### src/hw/wdss_pkg.sv
package wdss_pkg;

  // ----------------------------------------------------------------
  // register map (byte addresses)
  // ----------------------------------------------------------------
  localparam logic [7:0] OFS_SUPV = 8'h00;
  localparam logic [7:0] OFS_CLKC = 8'h04;
  localparam logic [7:0] OFS_PWRM = 8'h08;
  localparam logic [7:0] OFS_IRQS = 8'h0c;
  localparam logic [7:0] OFS_IRQM = 8'h10;
  localparam logic [7:0] OFS_TACC = 8'h14;
  localparam logic [7:0] OFS_IEN = 8'h18;

  // ----------------------------------------------------------------
  // field positions
  // ----------------------------------------------------------------
  localparam int SC_POR = 6;
  localparam int SC_SWEN = 5;
  localparam int SC_SWFL = 4;
  localparam int SC_WARN = 3;
  localparam int SC_WRST = 2;
  localparam int SC_RTOE = 1;
  localparam int SC_RSTRT = 0;
  localparam int CK_TSEL_LO = 6;
  localparam int PM_CDIV_LO = 6;
  localparam int PM_DSPD = 3;
  localparam int IE_GIE = 7;
  localparam int IRQ_SUPPLY = 0;
  localparam int IRQ_WDRST = 1;
  localparam int IRQ_PORDONE = 2;
  localparam int IRQ_N = 3;

  // ----------------------------------------------------------------
  // reset values and keys
  // ----------------------------------------------------------------
  localparam logic [1:0] TSEL_RST = 2'h0;
  localparam logic [1:0] CDIV_RST = 2'h2;
  localparam logic DSPD_RST = 1'h1;
  localparam logic RTOE_RST = 1'h0;
  localparam logic GIE_RST = 1'h0;
  localparam logic [7:0] TA_KEY1 = 8'haa;
  localparam logic [7:0] TA_KEY2 = 8'h55;
  localparam logic [7:0] TA_WINDOW = 8'h20;
  localparam logic [15:0] PFI_VECTOR = 16'h0033;
  localparam logic [15:0] RESET_VECTOR = 16'h0000;

  // ----------------------------------------------------------------
  // timing in clock cycles; the watchdog timeouts as log2 of prescaler ticks
  // ----------------------------------------------------------------
  localparam int WD_BASE_EXP = 15;
  localparam int WD_STEP_EXP = 3;
  localparam int WD_RST_DELAY = 512;
  localparam int POR_CYCLES = 65536;
  localparam int WDRST_CYCLES = 16;
  localparam logic [10:0] DIV_FAST = 11'h001;
  localparam logic [10:0] DIV_NORM = 11'h002;
  localparam logic [10:0] DIV_MID = 11'h004;
  localparam logic [10:0] DIV_SLOW = 11'h400;

  typedef enum logic [3:0] {
    ST_HOLD = 4'b0001,
    ST_COUNT = 4'b0010,
    ST_RUN = 4'b0100,
    ST_WDRST = 4'b1000
  } wdss_state_e;

endpackage

### src/hw/wdss_tick_if.sv
interface wdss_tick_if;
  logic double_speed;
  logic [1:0] divide_sel;
  logic tick;
  modport src (input double_speed, input divide_sel, output tick);
  modport snk (output double_speed, output divide_sel, input tick);
endinterface

### src/hw/wdss_top.sv
// The address map and the Wishbone register port were left to the implementer.
module wdss_top
  import wdss_pkg::*;
#(
  parameter int WD_BASE = WD_BASE_EXP,
  parameter int POR_LEN = POR_CYCLES,
  parameter int WD_DLY = WD_RST_DELAY
) (
  // clock and reset
  input wire logic clk_i,
  input wire logic rst_i,
  // wishbone slave
  input wire logic wb_cyc_i,
  input wire logic wb_stb_i,
  input wire logic wb_we_i,
  input wire logic [7:0] wb_adr_i,
  input wire logic [31:0] wb_dat_i,
  input wire logic [3:0] wb_sel_i,
  output logic [31:0] wb_dat_o,
  output logic wb_ack_o,
  // supply comparators
  input wire logic below_reset_i,
  input wire logic below_warning_i,
  // processor side
  output logic cpu_reset_o,
  output logic [15:0] cpu_start_addr_o,
  output logic supply_warning_interrupt_o,
  output logic [15:0] irq_vector_o,
  output logic irq_o,
  // reset pin
  output logic rst_pin_o,
  output logic rst_pin_oe_o
);

  // ----------------------------------------------------------------
  // widths and state
  // ----------------------------------------------------------------
  localparam int WD_W = WD_BASE + 3 * WD_STEP_EXP + 1;
  localparam int SEQ_W = $clog2(POR_LEN + 1);
  localparam int DLY_W = $clog2(WD_DLY + 1);

  wdss_state_e state;
  wdss_state_e next_state;
  logic [SEQ_W-1:0] seq_cnt;
  logic [SEQ_W-1:0] next_seq_cnt;
  logic below_rst_s;
  logic below_warn_s;
  logic below_warn_d;
  logic init;

  // supervisor_control bits
  logic por_flag;
  logic supply_warning_enable;
  logic supply_warning_flag;
  logic timeout_warning_flag;
  logic timeout_reset_flag;
  logic reset_on_timeout_enable;
  // other control
  logic [1:0] timeout_select;
  logic [1:0] clock_divide_select;
  logic double_speed_select;
  logic global_interrupt_enable;
  logic [IRQ_N-1:0] irq_status;
  logic [IRQ_N-1:0] irq_mask;
  logic [IRQ_N-1:0] irq_event;

  // timed access
  logic ta_armed;
  logic ta_open;
  logic [7:0] ta_cnt;

  // watchdog
  logic [WD_W-1:0] wd_cnt;
  logic [DLY_W-1:0] wd_dly;
  logic wd_pend;
  logic wd_expire;
  logic wd_fire;
  logic wd_restart;

  // ----------------------------------------------------------------
  // submodules
  // ----------------------------------------------------------------
  wdss_tick_if tk ();

  assign tk.double_speed = double_speed_select;
  assign tk.divide_sel = clock_divide_select;

  wdss_prescale u_prescale (
    .clk_i(clk_i),
    .rst_i(rst_i),
    .tk(tk.src)
  );

  wdss_sync #(.W(2)) u_sync (
    .clk_i(clk_i),
    .rst_i(rst_i),
    .d_i({below_warning_i, below_reset_i}),
    .q_o({below_warn_s, below_rst_s})
  );

  // ----------------------------------------------------------------
  // bus decode
  // ----------------------------------------------------------------
  logic bus_req;
  logic wr_lane;
  logic hit_supv;
  logic hit_clkc;
  logic hit_pwrm;
  logic hit_irqs;
  logic hit_irqm;
  logic hit_tacc;
  logic hit_ien;
  logic wr_supv;
  logic wr_clkc;
  logic wr_pwrm;
  logic wr_irqs;
  logic wr_irqm;
  logic wr_tacc;
  logic wr_ien;
  logic [7:0] wdat;
  logic [7:0] supv_rd;
  logic [31:0] rd_data;

  assign bus_req = wb_cyc_i & wb_stb_i;
  // a write lands on the edge where the master sees ack
  assign wr_lane = bus_req & wb_we_i & wb_ack_o & wb_sel_i[0];
  assign wdat = wb_dat_i[7:0];
  assign hit_supv = (wb_adr_i == OFS_SUPV);
  assign hit_clkc = (wb_adr_i == OFS_CLKC);
  assign hit_pwrm = (wb_adr_i == OFS_PWRM);
  assign hit_irqs = (wb_adr_i == OFS_IRQS);
  assign hit_irqm = (wb_adr_i == OFS_IRQM);
  assign hit_tacc = (wb_adr_i == OFS_TACC);
  assign hit_ien = (wb_adr_i == OFS_IEN);
  assign wr_supv = wr_lane & hit_supv;
  assign wr_clkc = wr_lane & hit_clkc;
  assign wr_pwrm = wr_lane & hit_pwrm;
  assign wr_irqs = wr_lane & hit_irqs;
  assign wr_irqm = wr_lane & hit_irqm;
  assign wr_tacc = wr_lane & hit_tacc;
  assign wr_ien = wr_lane & hit_ien;

  always_comb begin
    supv_rd = 8'h00;
    supv_rd[SC_POR] = por_flag;
    supv_rd[SC_SWEN] = supply_warning_enable;
    supv_rd[SC_SWFL] = supply_warning_flag;
    supv_rd[SC_WARN] = timeout_warning_flag;
    supv_rd[SC_WRST] = timeout_reset_flag;
    supv_rd[SC_RTOE] = reset_on_timeout_enable;
  end

  // unmapped addresses and the timed access register read as zero
  always_comb begin
    rd_data = 32'h0000_0000;
    if (hit_supv) begin
      rd_data[7:0] = supv_rd;
    end else if (hit_clkc) begin
      rd_data[CK_TSEL_LO +: 2] = timeout_select;
    end else if (hit_pwrm) begin
      rd_data[PM_CDIV_LO +: 2] = clock_divide_select;
      rd_data[PM_DSPD] = double_speed_select;
    end else if (hit_irqs) begin
      rd_data[IRQ_N-1:0] = irq_status;
    end else if (hit_irqm) begin
      rd_data[IRQ_N-1:0] = irq_mask;
    end else if (hit_ien) begin
      rd_data[IE_GIE] = global_interrupt_enable;
    end
  end

  always_ff @(posedge clk_i) begin
    if (rst_i) begin
      wb_ack_o <= 1'b0;
      wb_dat_o <= 32'h0000_0000;
    end else begin
      wb_ack_o <= bus_req & ~wb_ack_o;
      wb_dat_o <= rd_data;
    end
  end

  // ----------------------------------------------------------------
  // timed access
  // ----------------------------------------------------------------
  // key1 then key2 opens a short window for one protected write
  always_ff @(posedge clk_i) begin
    if (init) begin
      ta_armed <= 1'b0;
      ta_open <= 1'b0;
      ta_cnt <= 8'h00;
    end else if (wr_tacc) begin
      ta_armed <= (wdat == TA_KEY1);
      ta_open <= ta_armed & (wdat == TA_KEY2);
      ta_cnt <= 8'h00;
    end else if (wr_supv || ta_cnt == TA_WINDOW) begin
      ta_armed <= 1'b0;
      ta_open <= 1'b0;
    end else if (ta_armed || ta_open) begin
      ta_cnt <= ta_cnt + 8'h01;
    end
  end

  assign wd_restart = wr_supv & ta_open & wdat[SC_RSTRT];

  // ----------------------------------------------------------------
  // control registers
  // ----------------------------------------------------------------
  // a supply-fail hold reinitialises the timed-access, control, flag, watchdog and interrupt registers, as a power-on would
  assign init = rst_i | (state == ST_HOLD);

  always_ff @(posedge clk_i) begin
    if (init) begin
      por_flag <= 1'b1;
      supply_warning_enable <= 1'b0;
      reset_on_timeout_enable <= RTOE_RST;
      timeout_select <= TSEL_RST;
      clock_divide_select <= CDIV_RST;
      double_speed_select <= DSPD_RST;
      global_interrupt_enable <= GIE_RST;
      irq_mask <= '0;
    end else begin
      if (wr_supv) begin
        por_flag <= por_flag & wdat[SC_POR];
        supply_warning_enable <= wdat[SC_SWEN];
      end
      if (wr_supv && ta_open) begin
        reset_on_timeout_enable <= wdat[SC_RTOE];
      end
      if (wr_clkc) begin
        timeout_select <= wdat[CK_TSEL_LO +: 2];
      end
      if (wr_pwrm) begin
        clock_divide_select <= wdat[PM_CDIV_LO +: 2];
        double_speed_select <= wdat[PM_DSPD];
      end
      if (wr_ien) begin
        global_interrupt_enable <= wdat[IE_GIE];
      end
      if (wr_irqm) begin
        irq_mask <= wdat[IRQ_N-1:0];
      end
    end
  end

  // hardware flags: software clears by writing zero, a set wins
  always_ff @(posedge clk_i) begin
    if (init) begin
      supply_warning_flag <= 1'b0;
      timeout_warning_flag <= 1'b0;
      timeout_reset_flag <= 1'b0;
    end else begin
      supply_warning_flag <= below_warn_s |
        (supply_warning_flag & ~(wr_supv & ~wdat[SC_SWFL]));
      timeout_warning_flag <= wd_expire |
        (timeout_warning_flag & ~(wr_supv & ~wdat[SC_WARN]));
      timeout_reset_flag <= wd_fire |
        (timeout_reset_flag & ~(wr_supv & ~wdat[SC_WRST]));
    end
  end

  // ----------------------------------------------------------------
  // watchdog
  // ----------------------------------------------------------------
  function automatic logic [WD_W-1:0] wd_limit(input logic [1:0] sel);
    wd_limit = WD_W'(1) << (WD_BASE + WD_STEP_EXP * int'(sel));
  endfunction

  assign wd_expire = tk.tick &
    (wd_cnt == wd_limit(timeout_select) - WD_W'(1));
  assign wd_fire = wd_pend & (wd_dly == DLY_W'(WD_DLY - 1));

  // no enable: the counter stops only while the processor is in reset
  always_ff @(posedge clk_i) begin
    if (init || state != ST_RUN || wd_restart) begin
      wd_cnt <= '0;
      wd_pend <= 1'b0;
      wd_dly <= '0;
    end else begin
      if (tk.tick) begin
        wd_cnt <= wd_expire ? '0 : wd_cnt + WD_W'(1);
      end
      if (wd_expire) begin
        wd_pend <= 1'b1;
        wd_dly <= '0;
      end else if (wd_fire) begin
        wd_pend <= 1'b0;
      end else if (wd_pend) begin
        wd_dly <= wd_dly + DLY_W'(1);
      end
    end
  end

  // ----------------------------------------------------------------
  // reset sequencing
  // ----------------------------------------------------------------
  always_comb begin
    next_state = state;
    next_seq_cnt = seq_cnt + SEQ_W'(1);
    case (state)
      ST_HOLD: begin
        next_seq_cnt = '0;
        if (!below_rst_s) begin
          next_state = ST_COUNT;
        end
      end
      ST_COUNT: begin
        if (seq_cnt == SEQ_W'(POR_LEN - 1)) begin
          next_state = ST_RUN;
        end
      end
      ST_RUN: begin
        next_seq_cnt = '0;
        if (wd_fire && reset_on_timeout_enable) begin
          next_state = ST_WDRST;
        end
      end
      ST_WDRST: begin
        if (seq_cnt == SEQ_W'(WDRST_CYCLES - 1)) begin
          next_state = ST_RUN;
        end
      end
      default: begin
        next_state = ST_HOLD;
      end
    endcase
    if (below_rst_s) begin
      next_state = ST_HOLD;
    end
  end

  always_ff @(posedge clk_i) begin
    if (rst_i) begin
      state <= ST_HOLD;
      seq_cnt <= '0;
      below_warn_d <= 1'b0;
    end else begin
      state <= next_state;
      seq_cnt <= next_seq_cnt;
      below_warn_d <= below_warn_s;
    end
  end

  // ----------------------------------------------------------------
  // interrupts
  // ----------------------------------------------------------------
  // the timeout warning has no event here; it is only polled
  always_comb begin
    irq_event = '0;
    irq_event[IRQ_SUPPLY] = below_warn_s & ~below_warn_d;
    irq_event[IRQ_WDRST] = wd_fire;
    irq_event[IRQ_PORDONE] = (state == ST_COUNT) &&
      (next_state == ST_RUN);
  end

  always_ff @(posedge clk_i) begin
    if (init) begin
      irq_status <= '0;
    end else begin
      irq_status <= irq_event |
        (irq_status & ~(wr_irqs ? wdat[IRQ_N-1:0] : '0));
    end
  end

  // ----------------------------------------------------------------
  // outputs
  // ----------------------------------------------------------------
  logic pfi_req;
  logic irq_any;

  assign pfi_req = supply_warning_enable & supply_warning_flag;
  // supply bit bypasses the global enable, the others need it
  assign irq_any = (irq_status[IRQ_SUPPLY] & irq_mask[IRQ_SUPPLY]) |
    (global_interrupt_enable &
     |(irq_status[IRQ_N-1:1] & irq_mask[IRQ_N-1:1]));

  always_ff @(posedge clk_i) begin
    if (rst_i) begin
      cpu_reset_o <= 1'b1;
      cpu_start_addr_o <= RESET_VECTOR;
      supply_warning_interrupt_o <= 1'b0;
      irq_vector_o <= 16'h0000;
      irq_o <= 1'b0;
      rst_pin_o <= 1'b1;
      rst_pin_oe_o <= 1'b1;
    end else begin
      cpu_reset_o <= (next_state != ST_RUN);
      cpu_start_addr_o <= RESET_VECTOR;
      supply_warning_interrupt_o <= pfi_req;
      irq_vector_o <= pfi_req ? PFI_VECTOR : 16'h0000;
      irq_o <= irq_any;
      // supply-fail hold drives the pin so it can reset other parts
      rst_pin_o <= (next_state == ST_HOLD) ||
        (next_state == ST_COUNT);
      rst_pin_oe_o <= (next_state == ST_HOLD) ||
        (next_state == ST_COUNT);
    end
  end

endmodule // wdss_top

### src/hw/wdss_sync.sv
module wdss_sync #(
  parameter int W = 2
) (
  // clock and reset
  input wire logic clk_i,
  input wire logic rst_i,
  // data
  input wire logic [W-1:0] d_i,
  output logic [W-1:0] q_o
);
  logic [W-1:0] meta;

  always_ff @(posedge clk_i) begin
    if (rst_i) begin
      meta <= '0;
      q_o <= '0;
    end else begin
      meta <= d_i;
      q_o <= meta;
    end
  end
endmodule // wdss_sync

### src/hw/wdss_prescale.sv
module wdss_prescale
  import wdss_pkg::*;
(
  // clock and reset
  input wire logic clk_i,
  input wire logic rst_i,
  // rate select and tick
  wdss_tick_if.src tk
);
  logic [10:0] cnt;
  logic [10:0] ratio;

  // system clock rate relative to the oscillator
  assign ratio = (tk.divide_sel == 2'h3) ? DIV_SLOW :
                 (tk.divide_sel != 2'h0) ? DIV_MID :
                 tk.double_speed ? DIV_FAST : DIV_NORM;

  // >= so that a smaller ratio picked mid-count does not run away
  always_ff @(posedge clk_i) begin
    if (rst_i) begin
      cnt <= '0;
      tk.tick <= 1'b0;
    end else if (cnt >= ratio - 11'h001) begin
      cnt <= '0;
      tk.tick <= 1'b1;
    end else begin
      cnt <= cnt + 11'h001;
      tk.tick <= 1'b0;
    end
  end
endmodule // wdss_prescale

### config.mk
export PLATFORM = sky130hd
export DESIGN_NAME = wdss_top
export DESIGN_NICKNAME = d
export VERILOG_FILES = /design/src/hw/wdss_pkg.sv /design/src/hw/wdss_tick_if.sv /design/src/hw/wdss_top.sv /design/src/hw/wdss_sync.sv /design/src/hw/wdss_prescale.sv
export SDC_FILE = /design/constraint.sdc
export NUM_CORES = 1
export LEC_CHECK = 0
export BUFFER_PORTS_ARGS = -buffer_cell sky130_fd_sc_hd__buf_4
export CORE_UTILIZATION = 40
export CTS_CLUSTER_SIZE = 14
export DETAILED_ROUTE_END_ITERATION = 10
export SYNTH_ARGS = -nofsm -noshare
export SYNTH_HDL_FRONTEND = slang
export SYNTH_SLANG_ARGS = --single-unit
### constraint.sdc
create_clock -name clk_i -period 3.9 [get_ports clk_i]
set_input_delay 0.78 -clock clk_i [delete_from_list [all_inputs] [get_ports clk_i]]
set_output_delay 0.78 -clock clk_i [all_outputs]
set_load 0.05 [all_outputs]
### Yosys cells after proc, flatten, opt, wreduce, memory -nomap -nowiden

Cells that the tools add are included.

| word-level totals | value |
|---|---|
| bits in registers | 155 |
| input bits | 51 |
| output and inout bits | 70 |
| logic and storage cells | 170 |

| operators by class | value |
|---|---|
| add/sub/neg operators | 8 |
| multiply operators | 1 |
| $lt $le $gt $ge | 1 |
| eq/ne operators | 23 |
| shifts and indexed selects | 1 |
| muxes and demuxes | 30 |
| bitwise logic cells | 48 |
| reductions and logical operators | 22 |

Operators by type and width:

| operator | count |
|---|---|
| $and 1x1->1 | 28 |
| $add 25x1->25 const B | 1 |
| $eq 25x25->1 | 1 |
| $mux 25 | 1 |
| $shl 1x5->25 const A | 1 |
| $sub 25x1->25 const B | 1 |
| $eq 8x5->1 const B | 3 |
| $mux 4 | 6 |
| $mux 11 | 2 |
| $add 17x1->17 const B | 1 |
| $eq 17x16->1 const B | 1 |
| $eq 17x4->1 const B | 1 |
| $eq 8x4->1 const B | 2 |
| $pmux 4 s4 | 1 |
| $mux 1 | 13 |
| $mux 3 | 4 |
| $reduce_or 2->1 | 6 |
| $add 11x1->11 const B | 1 |
| $ge 11x11->1 | 1 |
| $not 1->1 | 11 |
| $sub 11x1->11 const B | 1 |
| $add 10x1->10 const B | 1 |
| $eq 10x9->1 const B | 1 |
| $add 8x1->8 const B | 1 |
| 26 further kinds | 44 |

### Depth between registers and ports, before layout

| depth | value |
|---|---|
| word-level depth | 9 |
| mapped depth | 18 |
| gate-level depth less buffers | 13 |

### Cells and area by module

A second synthesis with hierarchy kept.

| second synthesis, totals | value |
|---|---|
| cells, all modules | 784 |
| area, all modules | 6567.5 µm² |

Modules (own cells, without submodules):

| module | times used | cells an instance | area each (µm²) | seq. area each (µm²) |
|---|---|---|---|---|
| wdss_top | 1 | 687 | 5612.9 | 1981.9 |
| wdss_prescale | 1 | 89 | 849.6 | 240.2 |
| wdss_sync | 1 | 8 | 105.1 | 80.1 |

### Worst setup path after synthesis

Ideal clock, no wire load.

| timing path | value |
|---|---|
| path kind | reg-to-reg |
| start | register timeout_select[1] |
| end | register wd_cnt[14] |
| setup time | 0.115 ns |
| data arrival time | 3.123 ns |
| data required time | 3.785 ns |
| setup slack | 0.662 ns |
| cell stages (with the launch flop) | 19 |
| buffers on the path | 5 |
| clock period less this slack | 3.238 ns |
| cell sequence | dfxtp_1 inv_1 ha_1 buf_4 xor2_1 buf_2 nand3_1 ha_1 clkbuf_1 nor2_1 a211oi_1 o32ai_1 nand4_1 nor4_1 nand4_1 nand2b_1 buf_4 buf_6 nor2_1 |

| between the ends | value |
|---|---|
| longest elaborated chain between the ends | 7 |

Ends and longest elaborated chain:

| element | RTL line | text |
|---|---|---|
| start: declaration | wdss_top.sv:59 | `logic [1:0] timeout_select;` |
| start signal: assignment | wdss_top.sv:230 | `timeout_select <= wdat[CK_TSEL_LO +: 2];` |
| $mul 2x2->4 | wdss_top.sv:265 | `wd_limit = WD_W'(1) << (WD_BASE + WD_STEP_EXP * int'(sel));` |
| $add 4x4->5 | wdss_top.sv:265 |  |
| $shl 1x5->25 | wdss_top.sv:265 |  |
| $sub 25x1->25 | wdss_top.sv:269 | `(wd_cnt == wd_limit(timeout_select) - WD_W'(1));` |
| $eq 25x25->1 | wdss_top.sv:269 |  |
| $and 1x1->1 | wdss_top.sv:268 | `assign wd_expire = tk.tick &` |
| $mux 25 | wdss_top.sv:280 | `wd_cnt <= wd_expire ? '0 : wd_cnt + WD_W'(1);` |
| end signal: assignment | wdss_top.sv:280 |  |
| end: declaration | wdss_top.sv:73 | `logic [WD_W-1:0] wd_cnt;` |

Every way passes these cells.
A chain may end at the register's enable or synchronous reset.

### Worst setup path after layout

| timing path | value |
|---|---|
| start | register timeout_select[0] |
| end | register wd_cnt[21] |

Same word-level chain as after synthesis.

==> flow_summary.yaml <==
clock_network:
  clk_latency_ns: 0.42
  cts_buffers: 17
  h-tree-depth: 4
  clock_path_buffers: 2
  cts_resized: 0
  cts_tree: "done"
  clock_sinks: 115
  post_cts_buffers: 0
  cts-root-buf: "clkbuf_16"
  clk_pin_slew_ns: 0.05
  cts_hold_buf: 0
timing:
  grt_setup_unrepaired: "false"
  drv_slew: 0
  period_share_pct: 92.2
  finalCriticalPeriod_ns: 3.59
  tns_ns: 0
  worst_pin_slew_ns: 0.767
  final_hold_viol_count: 0
  relSlewSlack_pct: 48.4
  setup_violations: 0
  finalClockSkew_ns: 0.00815
  fmax_mhz: 278
detailed_routing:
  wl_per_cell_microns: 13.2
  first_iter_violations: 389
  drtPass1Iterations: 6
  vias: 5326
  vias_per_cell: 5.02
  drtAntennaViolNets: 0
  drt-total-wl_mm: 14.0
  route.detailed.drc: 0
die:
  die_w_microns: 130
  core_sq_um: 16000
  die-height_microns: 130
  dieArea_sq_um: 17000
  ios: 121
  rows: 46
  start_util_pct: 41.2
worst_setup_path:
  reg2reg_slack_ns: 0.31
  reg2reg_to: "wd_cnt[21]"
  path_class: "register to register"
  end_kind: "register"
  crit_path_start_kind: "register"
  cp.arrival_ns: 3.89
  required_ns: 4.20
  startpoint: "timeout_select[0]"
  reg2reg_from: "timeout_select[0]"
  cp_max_fo: 34
  reg2regPathDepth: 14
power:
  power_density_nw_per_um2: 412
  leakage_nw: 2.78
  design_power_total_mw: 3.07
  ir_worst_vdd_v: 0.000289
logic_synthesis:
  synth_top_area_share_pct: 34.9
  yosysMostFrequentCell: "dfxtp_1"
  synth_cells: 802
  synth_edf_count: 0
  ys_seq_elements: 115
  syn-cell-area_sq_um: 6600
  synth-warning-count: 0
  async_flop_share_pct: 0
  yosys-top-cells-count: "dfxtp_1 (115), nor2_1 (111), nand2_1 (70), buf_4 (63), nand3_1 (42)"
  synth.area.top_cells: "dfxtp_1 (35%), buf_4 (7.2%), nor2_1 (6.3%)"
  yosysUniqueCellTypes: 63
  synth_top_area_cell: "dfxtp_1"
  synthFlopType: "dfxtp_1"
  synth.avg_cell_area_sq_um: 8.23
  synth-seq-area-share_pct: 34.9
cells_and_area:
  fin_nets: 909
  fill_cells: 1582
  regArea_sq_um: 2300
  syn_to_final_growth_pct: 12.8
  drive_gt1_share_pct: 10.8
  diodes: 0
  multi_input_area_sq_um: 3800
worst_hold_path:
  hold_depth: 1
  hold_end: "u_sync.q_o[0]"
  worst_hold_path_type: "register to register"
  hold_path.startpoint: "u_sync.meta[0]"
run_status:
  status: "complete, no violations"
global_routing:
  first_global_vias: 4795
  grt_max_degree: 35
  grt_pass1_wl_mm: 23.2
  grt-ovfl-total: 0
  antenna_found_initial: 0
  grt_usage_pct: 17.5
placed_design:
  port_buffers: 41
  gp_congestion: 0.855
  dp_hpwl_mm: 9.82
flow_run:
  max_cap_viol_count: 0
## cell families (layout without fill, tap and decap cells)
kind of cell | after synthesis | count (layout) | share of synthesized area [%]
AO/OA/AOI/OAI | 101 | 101 | 10.7
XOR/XNOR | 78 | 78 | 10.7
adder cells (fa/ha/maj) | 25 | 25 | 4.74
buffers and inverters | 111 | 103 | 10.4
flip-flops | 115 | 115 | 34.9
multiplexers | 11 | 11 | 1.71
other | 1 | 52 | 0.0568
AND/OR/NAND/NOR | 360 | 360 | 26.8
## cell type report
class | count | area share [%]
Clock inverter | 9 | 1.40
Sequential cell | 115 | 30.9
Inverter | 19 | 0.958
Tap cell | 216 | 3.63
Multi-Input combinational cell | 627 | 51.1
Timing Repair Buffer | 53 | 5.52
Clock buffer | 22 | 6.51
## worst max-delay path, cell delays in order (launching register included)
cell and delay [ns]:
dfxtp_1 0.46, inv_1 0.14, ha_1 0.32, and2_1 0.19
nand2_1 0.13, ha_1 0.17, a21boi_0 0.28, mux2_2 0.38
o32ai_1 0.24, o211ai_1 0.14, nor4_1 0.27, nand4_1 0.26
nand2b_1 0.19, buf_12 0.20, nor2_1 0.07
## registers in the layout, summed over array words and instances (netlist names), 2 cells and up
signal,count
wd_cnt,25
state,4
ta_cnt,8
timeout_select,2
u_sync.meta,2
wd_dly,10
clock_divide_select,2
irq_status,3
wb_dat_o,8
seq_cnt,17
u_prescale.cnt,11
irq_mask,3
u_sync.q_o,2
## report_power, final
group | internal, mW | switching [mW]
clock | 0.999 | 0.529
combinational | 0.0804 | 0.221
sequential | 1.20 | 0.0358
total | 2.28 | 0.786
## cells in the final DEF, fill, tap and decap left out, types with 11 or more instances in the layout
master / netlist / final
dfxtp_1: 115 / 115
nor2_1: 111 / 111
nand2_1: 70 / 70
conb_1: 1 / 52
buf_4: 63 / 52
nand3_1: 42 / 42
xor2_1: 38 / 38
xnor2_1: 38 / 38
nor3_1: 33 / 33
ha_1: 25 / 25
a21oi_1: 22 / 22
nand4_1: 21 / 21
inv_1: 19 / 19
o21ai_0: 18 / 18
clkbuf_16: 0 / 17
and3_1: 12 / 12
nor2b_1: 11 / 11
nand2b_1: 11 / 11
## how the worst max path moves through the flow
| stage | to | slack [ns] | cells past startpoint |
|---|---|---|---|
| 2_1_floorplan | wd_cnt[14] | 0.66 | 18 |
| 3_3_place_gp | wd_cnt[16] | 0.33 | 14 |
| 3_5_place_dp | wd_dly[7] | 0.30 | 14 |
| 4_1_cts | wd_cnt[21] | 0.27 | 14 |
| 5_1_grt | wd_cnt[14] | 0.008 | 14 |
| 6_report | wd_cnt[21] | 0.31 | 14 |
## layer usage
layer / vias to the layer above / GRT usage (%) / wire length, microns
li1: 2741 / - / -
met1: 2431 / 22.8 / 6760
met2: 140 / 27.3 / 6380
met3: 14 / 5.01 / 645
met4: 0 / 6.83 / 209
met5: - / 0 / 0
## metrics by stage
stage               std cells  setup WS [ns]  hold slack (ns)  utilization [%]  area (sq um)
floorplan                 853          0.662            0.414                -          6790
global placement         1029          0.326            0.421             42.8          6850
detailed placement       1029          0.300            0.427             42.8          6850
CTS                      1060          0.269            0.440             46.5          7430
global route             1061        0.00771            0.457             46.5          7440
finish                   1061          0.305            0.432             46.5          7440
No activity file was read; power rests on OpenSTA's default activity.
